File: src/include/nbr_pkg.sv
// Purpose: shared constants for the nine-bit enabled register with 3-state drive
// Assumes: one 40 MHz clock; all control pins are asynchronous to it
// Notes: every count, width and value after reset used by more than one file

package nbr_pkg;

    // ********************************************************************
    // widths and timing
    // ********************************************************************
    localparam int NBR_WIDTH = 9;
    localparam int NBR_SYNC_STAGES = 2;
    localparam int NBR_CLK_PERIOD_PS = 25000;

    // ********************************************************************
    // values after reset
    // ********************************************************************
    localparam logic NBR_RST_STORE = 1'h0;
    // the edge detector starts high so a pin clock held high through reset
    // is never taken for a rising edge
    localparam logic NBR_RST_EDGE = 1'h1;
    localparam logic NBR_RST_DATA = 1'h0;
    localparam logic NBR_RST_GATE_N = 1'h1;
    localparam logic NBR_RST_WIPE_N = 1'h0;
    localparam logic NBR_RST_DRIVE_N = 1'h1;
    localparam logic NBR_RST_OE = 1'h0;

    // ********************************************************************
    // function of the register in one cycle
    // ********************************************************************
    typedef enum logic [2:0]
    {
        NBR_FN_CLEAR = 3'h1,
        NBR_FN_HOLD = 3'h2,
        NBR_FN_LOAD = 3'h4
    } nbr_fn_t;

endpackage

File: src/logic/nbr_sync.sv
// Purpose: multi-stage synchroniser for pins entering the REF_CLK domain
// Assumes: the input is a level; each bit is synchronised on its own
// Notes: only the last stage may be read by other logic

`timescale 1ns/1ps

module nbr_sync
    import nbr_pkg::*;
#(
    parameter int WIDTH = 1,
    parameter int STAGES = NBR_SYNC_STAGES,
    parameter logic [WIDTH-1:0] RESET_VALUE = '0
)
(
    input wire logic clk,
    input wire logic rst_n,
    input wire logic [WIDTH-1:0] async_in,
    output logic [WIDTH-1:0] sync_out
);

    logic [WIDTH-1:0] stage_reg [STAGES];

    if (STAGES < 2)
    begin : g_check
        $error("nbr_sync needs at least two stages");
    end

    always_ff @(posedge clk or negedge rst_n)
    begin
        if (!rst_n)
        begin
            for (int i = 0; i < STAGES; i++)
            begin
                stage_reg[i] <= RESET_VALUE;
            end
        end
        else
        begin
            stage_reg[0] <= async_in;
            for (int i = 1; i < STAGES; i++)
            begin
                stage_reg[i] <= stage_reg[i-1];
            end
        end
    end

    assign sync_out = stage_reg[STAGES-1];

endmodule

File: src/logic/nbr_bit_cell.sv
// Purpose: one storage bit with asynchronous clear and load enable
// Assumes: clr_n already merges the system reset with the clear pin
// Notes: the clear takes only a constant, so it is safe as an async reset

`timescale 1ns/1ps

module nbr_bit_cell
    import nbr_pkg::*;
(
    input wire logic clk,
    input wire logic clr_n,
    input wire logic load_en,
    input wire logic d,
    output logic q
);

    logic q_reg;
    logic q_next;

    always_comb
    begin
        q_next = load_en ? d : q_reg;
    end

    always_ff @(posedge clk or negedge clr_n)
    begin
        if (!clr_n)
        begin
            q_reg <= NBR_RST_STORE;
        end
        else
        begin
            q_reg <= q_next;
        end
    end

    assign q = q_reg;

endmodule

File: src/logic/nbr_top.sv
// Purpose: nine-bit register fed by a pin clock, with clear, load gate and 3-state drive
// Assumes: EDGE_CLOCK and all control pins are asynchronous to REF_CLK; the pin
//          clock runs well below REF_CLK/4 so every level is seen by the samplers
// Notes: the pad logic resolves DATA_OUT and DATA_OE into the shared bus wire
//
// Notes on behaviour
// - storage is exactly nine bits, one per data input, one per output.
// - each bit takes its own input at the pin clock's rising edge when allowed.
// - one clock and one drive control serve all nine bits together.
// - with output_drive_n low every output is driven with its stored bit.
// - with output_drive_n high all nine outputs float.
// - the drive control never changes the stored contents.
// - wipe_n low forces all bits to zero; driven outputs then read low.
// - data is accepted only while wipe_n is high.
// - load_gate_n low and wipe_n high load the inputs at the rising edge.
// - load_gate_n high keeps the stored value whatever the inputs do.

`timescale 1ns/1ps

module nbr_top
    import nbr_pkg::*;
#(
    parameter int WIDTH = NBR_WIDTH,
    parameter int SYNC_STAGES = NBR_SYNC_STAGES
)
(
    input wire logic REF_CLK,
    input wire logic ARST_N,
    input wire logic EDGE_CLOCK,
    input wire logic [WIDTH-1:0] DATA_IN,
    input wire logic LOAD_GATE_N,
    input wire logic WIPE_N,
    input wire logic OUTPUT_DRIVE_N,
    output logic [WIDTH-1:0] DATA_OUT,
    output logic [WIDTH-1:0] DATA_OE
);

    // ********************************************************************
    // elaboration checks
    // ********************************************************************
    if (WIDTH != NBR_WIDTH)
    begin : g_width_check
        $error("nbr_top storage must be nine bits wide");
    end

    if (SYNC_STAGES < 2)
    begin : g_sync_check
        $error("nbr_top needs at least two synchroniser stages");
    end

    // ********************************************************************
    // reset release
    // ********************************************************************
    logic [1:0] rst_pipe_reg;
    logic rst_n;

    always_ff @(posedge REF_CLK or negedge ARST_N)
    begin
        if (!ARST_N)
        begin
            rst_pipe_reg <= 2'h0;
        end
        else
        begin
            rst_pipe_reg <= {rst_pipe_reg[0], 1'h1};
        end
    end

    assign rst_n = rst_pipe_reg[1];

    // ********************************************************************
    // pin synchronisers
    // ********************************************************************
    // clock and data share the same depth, so a sampled rising edge lines up
    // with the data level sampled at the same instant
    logic edge_s;
    logic [WIDTH-1:0] data_s;
    logic gate_n_s;
    logic wipe_n_s;
    logic drive_n_s;

    nbr_sync #(.WIDTH(1), .STAGES(SYNC_STAGES), .RESET_VALUE(NBR_RST_EDGE)) u_sync_edge
    (
        .clk(REF_CLK),
        .rst_n(rst_n),
        .async_in(EDGE_CLOCK),
        .sync_out(edge_s)
    );

    nbr_sync #(.WIDTH(WIDTH), .STAGES(SYNC_STAGES), .RESET_VALUE({WIDTH{NBR_RST_DATA}})) u_sync_data
    (
        .clk(REF_CLK),
        .rst_n(rst_n),
        .async_in(DATA_IN),
        .sync_out(data_s)
    );

    nbr_sync #(.WIDTH(1), .STAGES(SYNC_STAGES), .RESET_VALUE(NBR_RST_GATE_N)) u_sync_gate
    (
        .clk(REF_CLK),
        .rst_n(rst_n),
        .async_in(LOAD_GATE_N),
        .sync_out(gate_n_s)
    );

    nbr_sync #(.WIDTH(1), .STAGES(SYNC_STAGES), .RESET_VALUE(NBR_RST_WIPE_N)) u_sync_wipe
    (
        .clk(REF_CLK),
        .rst_n(rst_n),
        .async_in(WIPE_N),
        .sync_out(wipe_n_s)
    );

    nbr_sync #(.WIDTH(1), .STAGES(SYNC_STAGES), .RESET_VALUE(NBR_RST_DRIVE_N)) u_sync_drive
    (
        .clk(REF_CLK),
        .rst_n(rst_n),
        .async_in(OUTPUT_DRIVE_N),
        .sync_out(drive_n_s)
    );

    // ********************************************************************
    // rising edge of the pin clock
    // ********************************************************************
    // both stages start as if the pin clock were already high, so a pin left
    // high through reset cannot look like a rising edge and load stray data
    logic edge_prev_reg;
    logic edge_rise;

    always_ff @(posedge REF_CLK or negedge rst_n)
    begin
        if (!rst_n)
        begin
            edge_prev_reg <= NBR_RST_EDGE;
        end
        else
        begin
            edge_prev_reg <= edge_s;
        end
    end

    assign edge_rise = edge_s && !edge_prev_reg;

    // ********************************************************************
    // function decode
    // ********************************************************************
    // the synchronised wipe lags the pin, so loads stay blocked for a few
    // cycles after the clear lets go; that hides the async release hazard
    nbr_fn_t fn;
    logic load_en;

    always_comb
    begin
        case ({wipe_n_s, gate_n_s, edge_rise})
            3'h0, 3'h1, 3'h2, 3'h3: fn = NBR_FN_CLEAR;
            3'h4: fn = NBR_FN_HOLD;
            3'h5: fn = NBR_FN_LOAD;
            3'h6, 3'h7: fn = NBR_FN_HOLD;
            default: fn = NBR_FN_HOLD;
        endcase
    end

    assign load_en = (fn == NBR_FN_LOAD);

    // ********************************************************************
    // storage
    // ********************************************************************
    // the clear pin reaches the cells asynchronously; it only ever forces
    // a constant, so the cells need no data path from it
    logic clr_n;
    logic [WIDTH-1:0] store;

    assign clr_n = rst_n && WIPE_N;

    for (genvar i = 0; i < WIDTH; i++)
    begin : g_cell
        nbr_bit_cell u_cell
        (
            .clk(REF_CLK),
            .clr_n(clr_n),
            .load_en(load_en),
            .d(data_s[i]),
            .q(store[i])
        );
    end

    assign DATA_OUT = store;

    // ********************************************************************
    // output drive
    // ********************************************************************
    // one flop set for all pins keeps the nine enables together
    // the clear stays out of this path, so clearing never takes or frees the bus
    logic [WIDTH-1:0] oe_reg;

    always_ff @(posedge REF_CLK or negedge rst_n)
    begin
        if (!rst_n)
        begin
            oe_reg <= {WIDTH{NBR_RST_OE}};
        end
        else
        begin
            oe_reg <= {WIDTH{!drive_n_s}};
        end
    end

    assign DATA_OE = oe_reg;
endmodule

File: config.mk
export PLATFORM = sky130hd
export DESIGN_NAME = nbr_top
export DESIGN_NICKNAME = d
export VERILOG_FILES = /design/src/include/nbr_pkg.sv /design/src/logic/nbr_sync.sv /design/src/logic/nbr_bit_cell.sv /design/src/logic/nbr_top.sv
export SDC_FILE = /design/constraint.sdc
export NUM_CORES = 1
export LEC_CHECK = 0
export BUFFER_PORTS_ARGS = -buffer_cell sky130_fd_sc_hd__buf_2
export CORE_MARGIN = 2
export CORE_UTILIZATION = 53
export CTS_BUF_LIST = sky130_fd_sc_hd__clkbuf_4 sky130_fd_sc_hd__clkbuf_8
export CTS_CLUSTER_SIZE = 14
export DETAILED_ROUTE_END_ITERATION = 8
export PLACE_DENSITY = 0.89
export REMOVE_ABC_BUFFERS = 1
export SETUP_SLACK_MARGIN = 0.4
export SYNTH_ARGS = -nofsm -noshare
export SYNTH_HDL_FRONTEND = slang
export SYNTH_SLANG_ARGS = --single-unit
File: constraint.sdc
create_clock -name REF_CLK -period 1.69 [get_ports REF_CLK]
set_input_delay 0 -clock REF_CLK [delete_from_list [all_inputs] [get_ports REF_CLK]]
set_output_delay 0 -clock REF_CLK [all_outputs]
set_load 0.05 [all_outputs]
==> impl_metrics.json, run 1 <==
{
  "seqPwrFrac_pct": 52.9,
  "grt_start_max_net_pins": 29,
  "core_sq_um": 2250,
  "yosys.area_share.simple_pct": 1.46,
  "cp-start-kind": "register",
  "overflow": 0,
  "viasPerCell": 4.41,
  "fin_tns_setup_ns": 0,
  "cts_tree": "yes",
  "crit_fanout": 9,
  "drv_cap": 0,
  "cts.sinks": 39,
  "vias": 604,
  "rows": 17,
  "io_pins": 33,
  "async_flop_share_pct": 100,
  "synthXorXnorAreaFrac_pct": 0,
  "drt_iter0_markers": 5,
  "drive_above_1_share_pct": 53.2,
  "hp-class": "primary input to async pin",
  "fin_crit_sh_pct": 78.0,
  "synth.yosys.seq_area_share_pct": 76.6,
  "end_kind": "register",
  "rsz0062_at_grt": "true",
  "switching_power_mw": 0.585,
  "drt-total-wl_um": 1770,
  "synth-main-ff-cell": "dfrtp_1",
  "chipHeight_um": 53.2,
  "cts_root_buffer": "clkbuf_4",
  "wl_per_cell_um": 12.9,
  "numCtsBuffers": 5,
  "syn_area_sq_um": 1280,
  "yosys.area.top_type_share_pct": 62.3,
  "setup_viol": 0,
  "period_needed_ns": 1.32,
  "fmax_ghz": 0.759,
  "dr.pass1.iters": 2,
  "htreeDepth": 2,
  "hold_violations": 0,
  "report.final.slew_viol_count": 0,
  "swShare_pct": 29.1,
  "ys_ff_latch": 39,
  "status": "complete, no violations",
  "gp_congestion": 0.626,
  "synth_mux_area_share_pct": 10.5,
  "path_clk_slew_ns": 0.11,
  "intPower_mw": 1.42,
  "finClkSkew_ns": 0.00813,
  "yosysMostFrequentCell": "dfrtp_1",
  "syn_to_final_growth_pct": 23.2,
  "final_antenna_net_count": 0,
  "n_antenna_cell": 0,
  "synthTopCellsByCount": "dfrtp_1 (32), buf_4 (17), mux2_4 (9)",
  "syn_area_per_cell_sq_um": 18.4,
  "die_x_um": 53.2,
  "cts_buffer_depth": 2,
  "dieArea_sq_um": 2830,
  "yosys.area_share.adder_pct": 0,
  "fin_hold_ws_ns": 0.231,
  "worstPathArrival_ns": 1.54,
  "crit_required_ns": 1.91,
  "synth.distinct_cells": 9,
  "max-vdd-ir-drop_uv": 862,
  "start_util_pct": 57.0,
  "syn_inst": 70,
  "power.share.clock_pct": 26.5,
  "drc": 0,
  "leakagePower_nw": 0.777,
  "power_density_nw_per_um2": 1270,
  "clock_latency_ns": 0.32,
  "crit_type": "register to register",
  "grt_antenna_before_repair": 0,
  "first_global_vias": 626,
  "io_buffers": 32,
  "nets": 123,
  "synth_edf_count": 0,
  "synth_area_leaders": "dfrtp_1 (62%), dfstp_2 (14%), mux2_4 (11%)",
  "synth_top_family_by_area": "buffers and inverters",
  "combPwrFrac_pct": 20.7,
  "grt_util_all_layers_pct": 14.9,
  "synth_warnings": 0,
  "synth_compound_area_share_pct": 0,
  "post-cts-setup-buffers": 0,
  "rr_worst_depth": 3,
  "synth_top_cell_by_area": "dfrtp_1",
  "grt_first_pass_wirelength_um": 2700
}
## critical path: stages, from the launching register on
cell and delay, ns:
dfstp_2 0.54, and4bb_1 0.21, buf_6 0.17, mux2_4 0.31
## cell families (layout without fill, tap and decap cells)
logic type             after synthesis  after routing
other                                1              1
buffers and inverters               19             58
DFF                                 39             39
muxes                                9              9
and+or+nand+nor                      2              2
## repair_timing
| item | CTS | global route |
|---|---|---|
| hold buffers | 15 | 0 |
| pin swaps | 0 | 0 |
| resized for setup | 1 | 0 |
| hold endpoints to repair | 24 | 0 |
| endpoints found under the setup margin | 9 | 9 |
## routing by layer
metal	vias to the layer above	GRT usage, %	routed length, um
li1	277	-	-
met1	302	15.1	676
met2	19	23.5	989
met3	6	7.06	64
met4	0	11.5	44
met5	-	0	0
## through the flow
stage          total power, mW  utilization (%)  instance area (sq um)  worst slack [ns]  cells
2_1_floorplan             1.37                -                   1150             -1.28     52
3_3_place_gp              1.46             60.2                   1360             0.374    114
3_5_place_dp              1.47             60.2                   1360             0.337    114
4_1_cts                   2.03             70.2                   1580             0.357    137
5_1_grt                   2.10             70.2                   1580             0.314    137
6_report                  2.01             70.2                   1580             0.372    137
## power by group through the flow
stage                     combinational (mW)  sequential, mW  clock (mW)
after floorplan                       0.0772            1.29           0
final                                  0.415            1.06       0.532
after detailed placement               0.391            1.08           0
after CTS                              0.419            1.06       0.548
after global routing                   0.437            1.07       0.589
after global placement                 0.385            1.08           0
## final cells by class
type | instances | area [sq um]
clock buffer | 8 | 72.6
fill | 158 | 672
inverter | 1 | 3.75
multi-input combinational | 12 | 158
sequential | 39 | 985
tap | 28 | 35.0
timing repair buffer | 49 | 329
## cells in the final DEF (no fill, tap or decap)
cell type / n
dfstp_2: 7
clkbuf_4: 6
and2_1: 1
dfrtp_1: 32
dlygate4sd3_1: 15
and4bb_1: 1
buf_2: 32
conb_1: 1
clkbuf_8: 2
buf_4: 1
inv_1: 1
buf_6: 1
mux2_4: 9
## worst paths after layout
| check | startpoint | slack (ns) | end |
|---|---|---|---|
| min in group REF_CLK | DATA_IN[3] | 0.31 | u_sync_data.stage_reg[12] |
| max in group asynchronous | ARST_N | 1.06 | rst_pipe_reg[0] |
| setup reg to reg | u_sync_edge.sync_out | 0.37 | g_cell[8].u_cell.q |
| hold / removal | WIPE_N | 0.23 | g_cell[2].u_cell.q |
| hold reg to reg | rst_pipe_reg[1] | 0.26 | u_sync_data.sync_out[0] |
| setup / recovery | u_sync_edge.sync_out | 0.37 | g_cell[8].u_cell.q |
Note: power is estimated with default switching activity, not from simulation.
==> inputs of run 2 (changes only) <==
--- a/config.mk
+++ b/config.mk
@@ -5,6 +5,7 @@
 export SDC_FILE = /design/constraint.sdc
 export NUM_CORES = 1
 export LEC_CHECK = 0
+export ABC_AREA = 1
 export BUFFER_PORTS_ARGS = -buffer_cell sky130_fd_sc_hd__buf_2
 export CORE_MARGIN = 2
 export CORE_UTILIZATION = 53
==> constraint.sdc (replaced) <==
create_clock -name REF_CLK -period 1.35 [get_ports REF_CLK]
set_input_delay 0 -clock REF_CLK [delete_from_list [all_inputs] [get_ports REF_CLK]]
set_output_delay 0 -clock REF_CLK [all_outputs]
set_load 0.05 [all_outputs]
==> impl_metrics.json, run 2 <==
{
  "dr.pass1.iters": 4,
  "drt-total-wl_um": 2030,
  "crit_fanout": 6,
  "drt_iter0_markers": 5,
  "nets": 157,
  "power.share.clock_pct": 28.0,
  "final_common_cell": "dfrtp_1",
  "dpl_cell_area_sq_um": 1360,
  "r2r_slack_ns": 0.33,
  "finClkSkew_ns": 0.00308,
  "swShare_pct": 28.7,
  "core_sq_um": 2250,
  "hold_violations": 0,
  "die_x_um": 53.1,
  "crit_required_ns": 1.58,
  "crit_type": "register to register",
  "yosys.area.top_type_share_pct": 62.6,
  "fmax_ghz": 0.980,
  "gp_congestion": 0.715,
  "most-common-layout-cells": "dfrtp_1 (31), buf_4 (21), dlygate4sd3_1 (15)",
  "async_flop_share_pct": 100,
  "cts.sinks": 39,
  "drive_above_1_share_pct": 53.1,
  "end_kind": "register",
  "chipHeight_um": 53.1,
  "design_area_sq_um": 1830,
  "synthTopCellsByCount": "dfrtp_1 (32), nand2_1 (20), buf_4 (17)",
  "report.final.slew_viol_count": 0,
  "numCtsBuffers": 5,
  "hp-class": "primary input to async pin",
  "drv_cap": 0,
  "synth_top_cell_by_area": "dfrtp_1",
  "synth_area_leaders": "dfrtp_1 (63%), dfstp_2 (14%), buf_4 (10%)",
  "viasPerCell": 4.42,
  "switching_power_mw": 0.804,
  "io_buffers": 32,
  "grt_antenna_before_repair": 0,
  "syn_inst": 91,
  "worst_slack_ns": 0.329,
  "clock_latency_ns": 0.33,
  "htreeDepth": 2,
  "synth_edf_count": 0,
  "cts_root_buffer": "clkbuf_4",
  "dieArea_sq_um": 2820,
  "wl_per_cell_um": 11.9,
  "final_antenna_net_count": 0,
  "first_global_vias": 779,
  "synth.yosys.seq_area_share_pct": 76.9,
  "dp_cells": 136,
  "setup_viol": 0,
  "final_cells": 171,
  "synth.distinct_cells": 10,
  "worstPathArrival_ns": 1.25,
  "cts_buffer_depth": 2,
  "n_antenna_cell": 0,
  "fin_util_pct": 81.2,
  "overflow": 0,
  "synth_warnings": 0,
  "fin_crit_sh_pct": 75.6,
  "synth-main-ff-cell": "dfrtp_1",
  "start_util_pct": 56.8,
  "grt_start_max_net_pins": 16,
  "yosysMostFrequentCell": "dfrtp_1",
  "period_needed_ns": 1.02,
  "syn_to_final_growth_pct": 43.1,
  "path_clk_slew_ns": 0.11,
  "intPower_mw": 2.00,
  "fin_hold_ws_ns": 0.204,
  "status": "complete, no violations",
  "leakagePower_nw": 0.909,
  "grt_util_all_layers_pct": 17.8,
  "cp-start-kind": "register",
  "syn_area_per_cell_sq_um": 14.1,
  "vias": 756,
  "cts_tree": "yes",
  "fillers": 147,
  "ys_ff_latch": 39,
  "drc": 0,
  "dpl_worst_slack_ns": 0.321,
  "grt_first_pass_wirelength_um": 3260,
  "io_pins": 33,
  "power_density_nw_per_um2": 1530,
  "max-vdd-ir-drop_uv": 1200,
  "combPwrFrac_pct": 24.2,
  "syn_area_sq_um": 1280,
  "rsz0062_at_grt": "true",
  "rows": 17,
  "seqPwrFrac_pct": 47.8
}
## run 2: cell count changes after synthesis
cell and delta:
nor2_8 +1, clkinv_2 +1, nand3_1 +9, and2_1 -1
and4bb_1 -1, mux2_4 -9, buf_6 -1, nand2_4 +1
inv_1 +1, nand2_1 +20
## run 2: critical path, cell delays in order, from the launching register on
cell,delay (ns)
dfstp_2,0.57
nand2_4,0.08
inv_8,0.09
nand2_8,0.07
nand2_2,0.06
nand2_1,0.05
## run 2: final timing paths
check | start | to | depth (start not counted)
max | u_sync_edge.sync_out | g_cell[6].u_cell.q | 5
min | WIPE_N | g_cell[8].u_cell.q | 4
max reg2reg | u_sync_edge.sync_out | g_cell[6].u_cell.q | 5
min reg2reg | rst_pipe_reg[1] | u_sync_data.sync_out[8] | 1
max in group asynchronous | ARST_N | rst_pipe_reg[1] | 3
min in group REF_CLK | DATA_IN[1] | u_sync_data.stage_reg[10] | 2
## run 2: area by class of cell
| class | count | area [sq um] | share of cell area, % |
|---|---|---|---|
| clock inverter | 2 | 35.0 | 1.91 |
| clock buffer | 6 | 51.3 | 2.80 |
| multi-input combinational | 33 | 221 | 12.1 |
| sequential | 39 | 986 | 53.8 |
| inverter | 3 | 18.8 | 1.02 |
| tap | 28 | 35.0 | 1.91 |
| timing repair buffer | 59 | 479 | 26.2 |
| timing repair inverter | 1 | 5.00 | 0.273 |
## run 2: per-stage QoR
stage | setup TNS (ns) | total power, mW
after global routing | 0 | 2.95
after floorplan | -14.56 | 1.66
final | 0 | 2.80
after global placement | 0 | 1.77
after CTS | 0 | 2.76
after detailed placement | 0 | 1.79
## run 2: what timing repair did
item | 4_1_cts | 5_1_grt
gates cloned | 2 | 0
setup buffers | 6 | 4
endpoints found under the setup margin | 27 | 27
pin swaps | 0 | 2
hold endpoints to repair | 24 | 0
hold buffers | 15 | 0
resized for setup | 32 | 13
## run 2: metal layers
metal  global-route usage [%]  part of all wire, %  vias to the layer above  wire length [um]
li1                         -                    -                      367                 -
met1                     17.2                   35                      364               712
met2                     31.3                   59                       23              1200
met3                     8.47                  5.3                        2               107
met4                     8.97                 0.30                        0                 6
met5                        0                    0                        -                 0
## run 2: kinds of logic after synthesis
group,after synthesis,synth area share [%]
flip-flops,39,76.9
AND/OR/NAND/NOR,31,11.8
buffers and inverters,20,10.9
other,1,0.293
## run 2: power by group through the flow
stage	Combinational (mW)	Clock (mW)	Sequential [mW]
after floorplan	0.0598	0	1.60
after global placement	0.431	0	1.34
after detailed placement	0.440	0	1.35
after CTS	0.603	0.819	1.33
after global routing	0.720	0.879	1.35
final	0.678	0.786	1.34
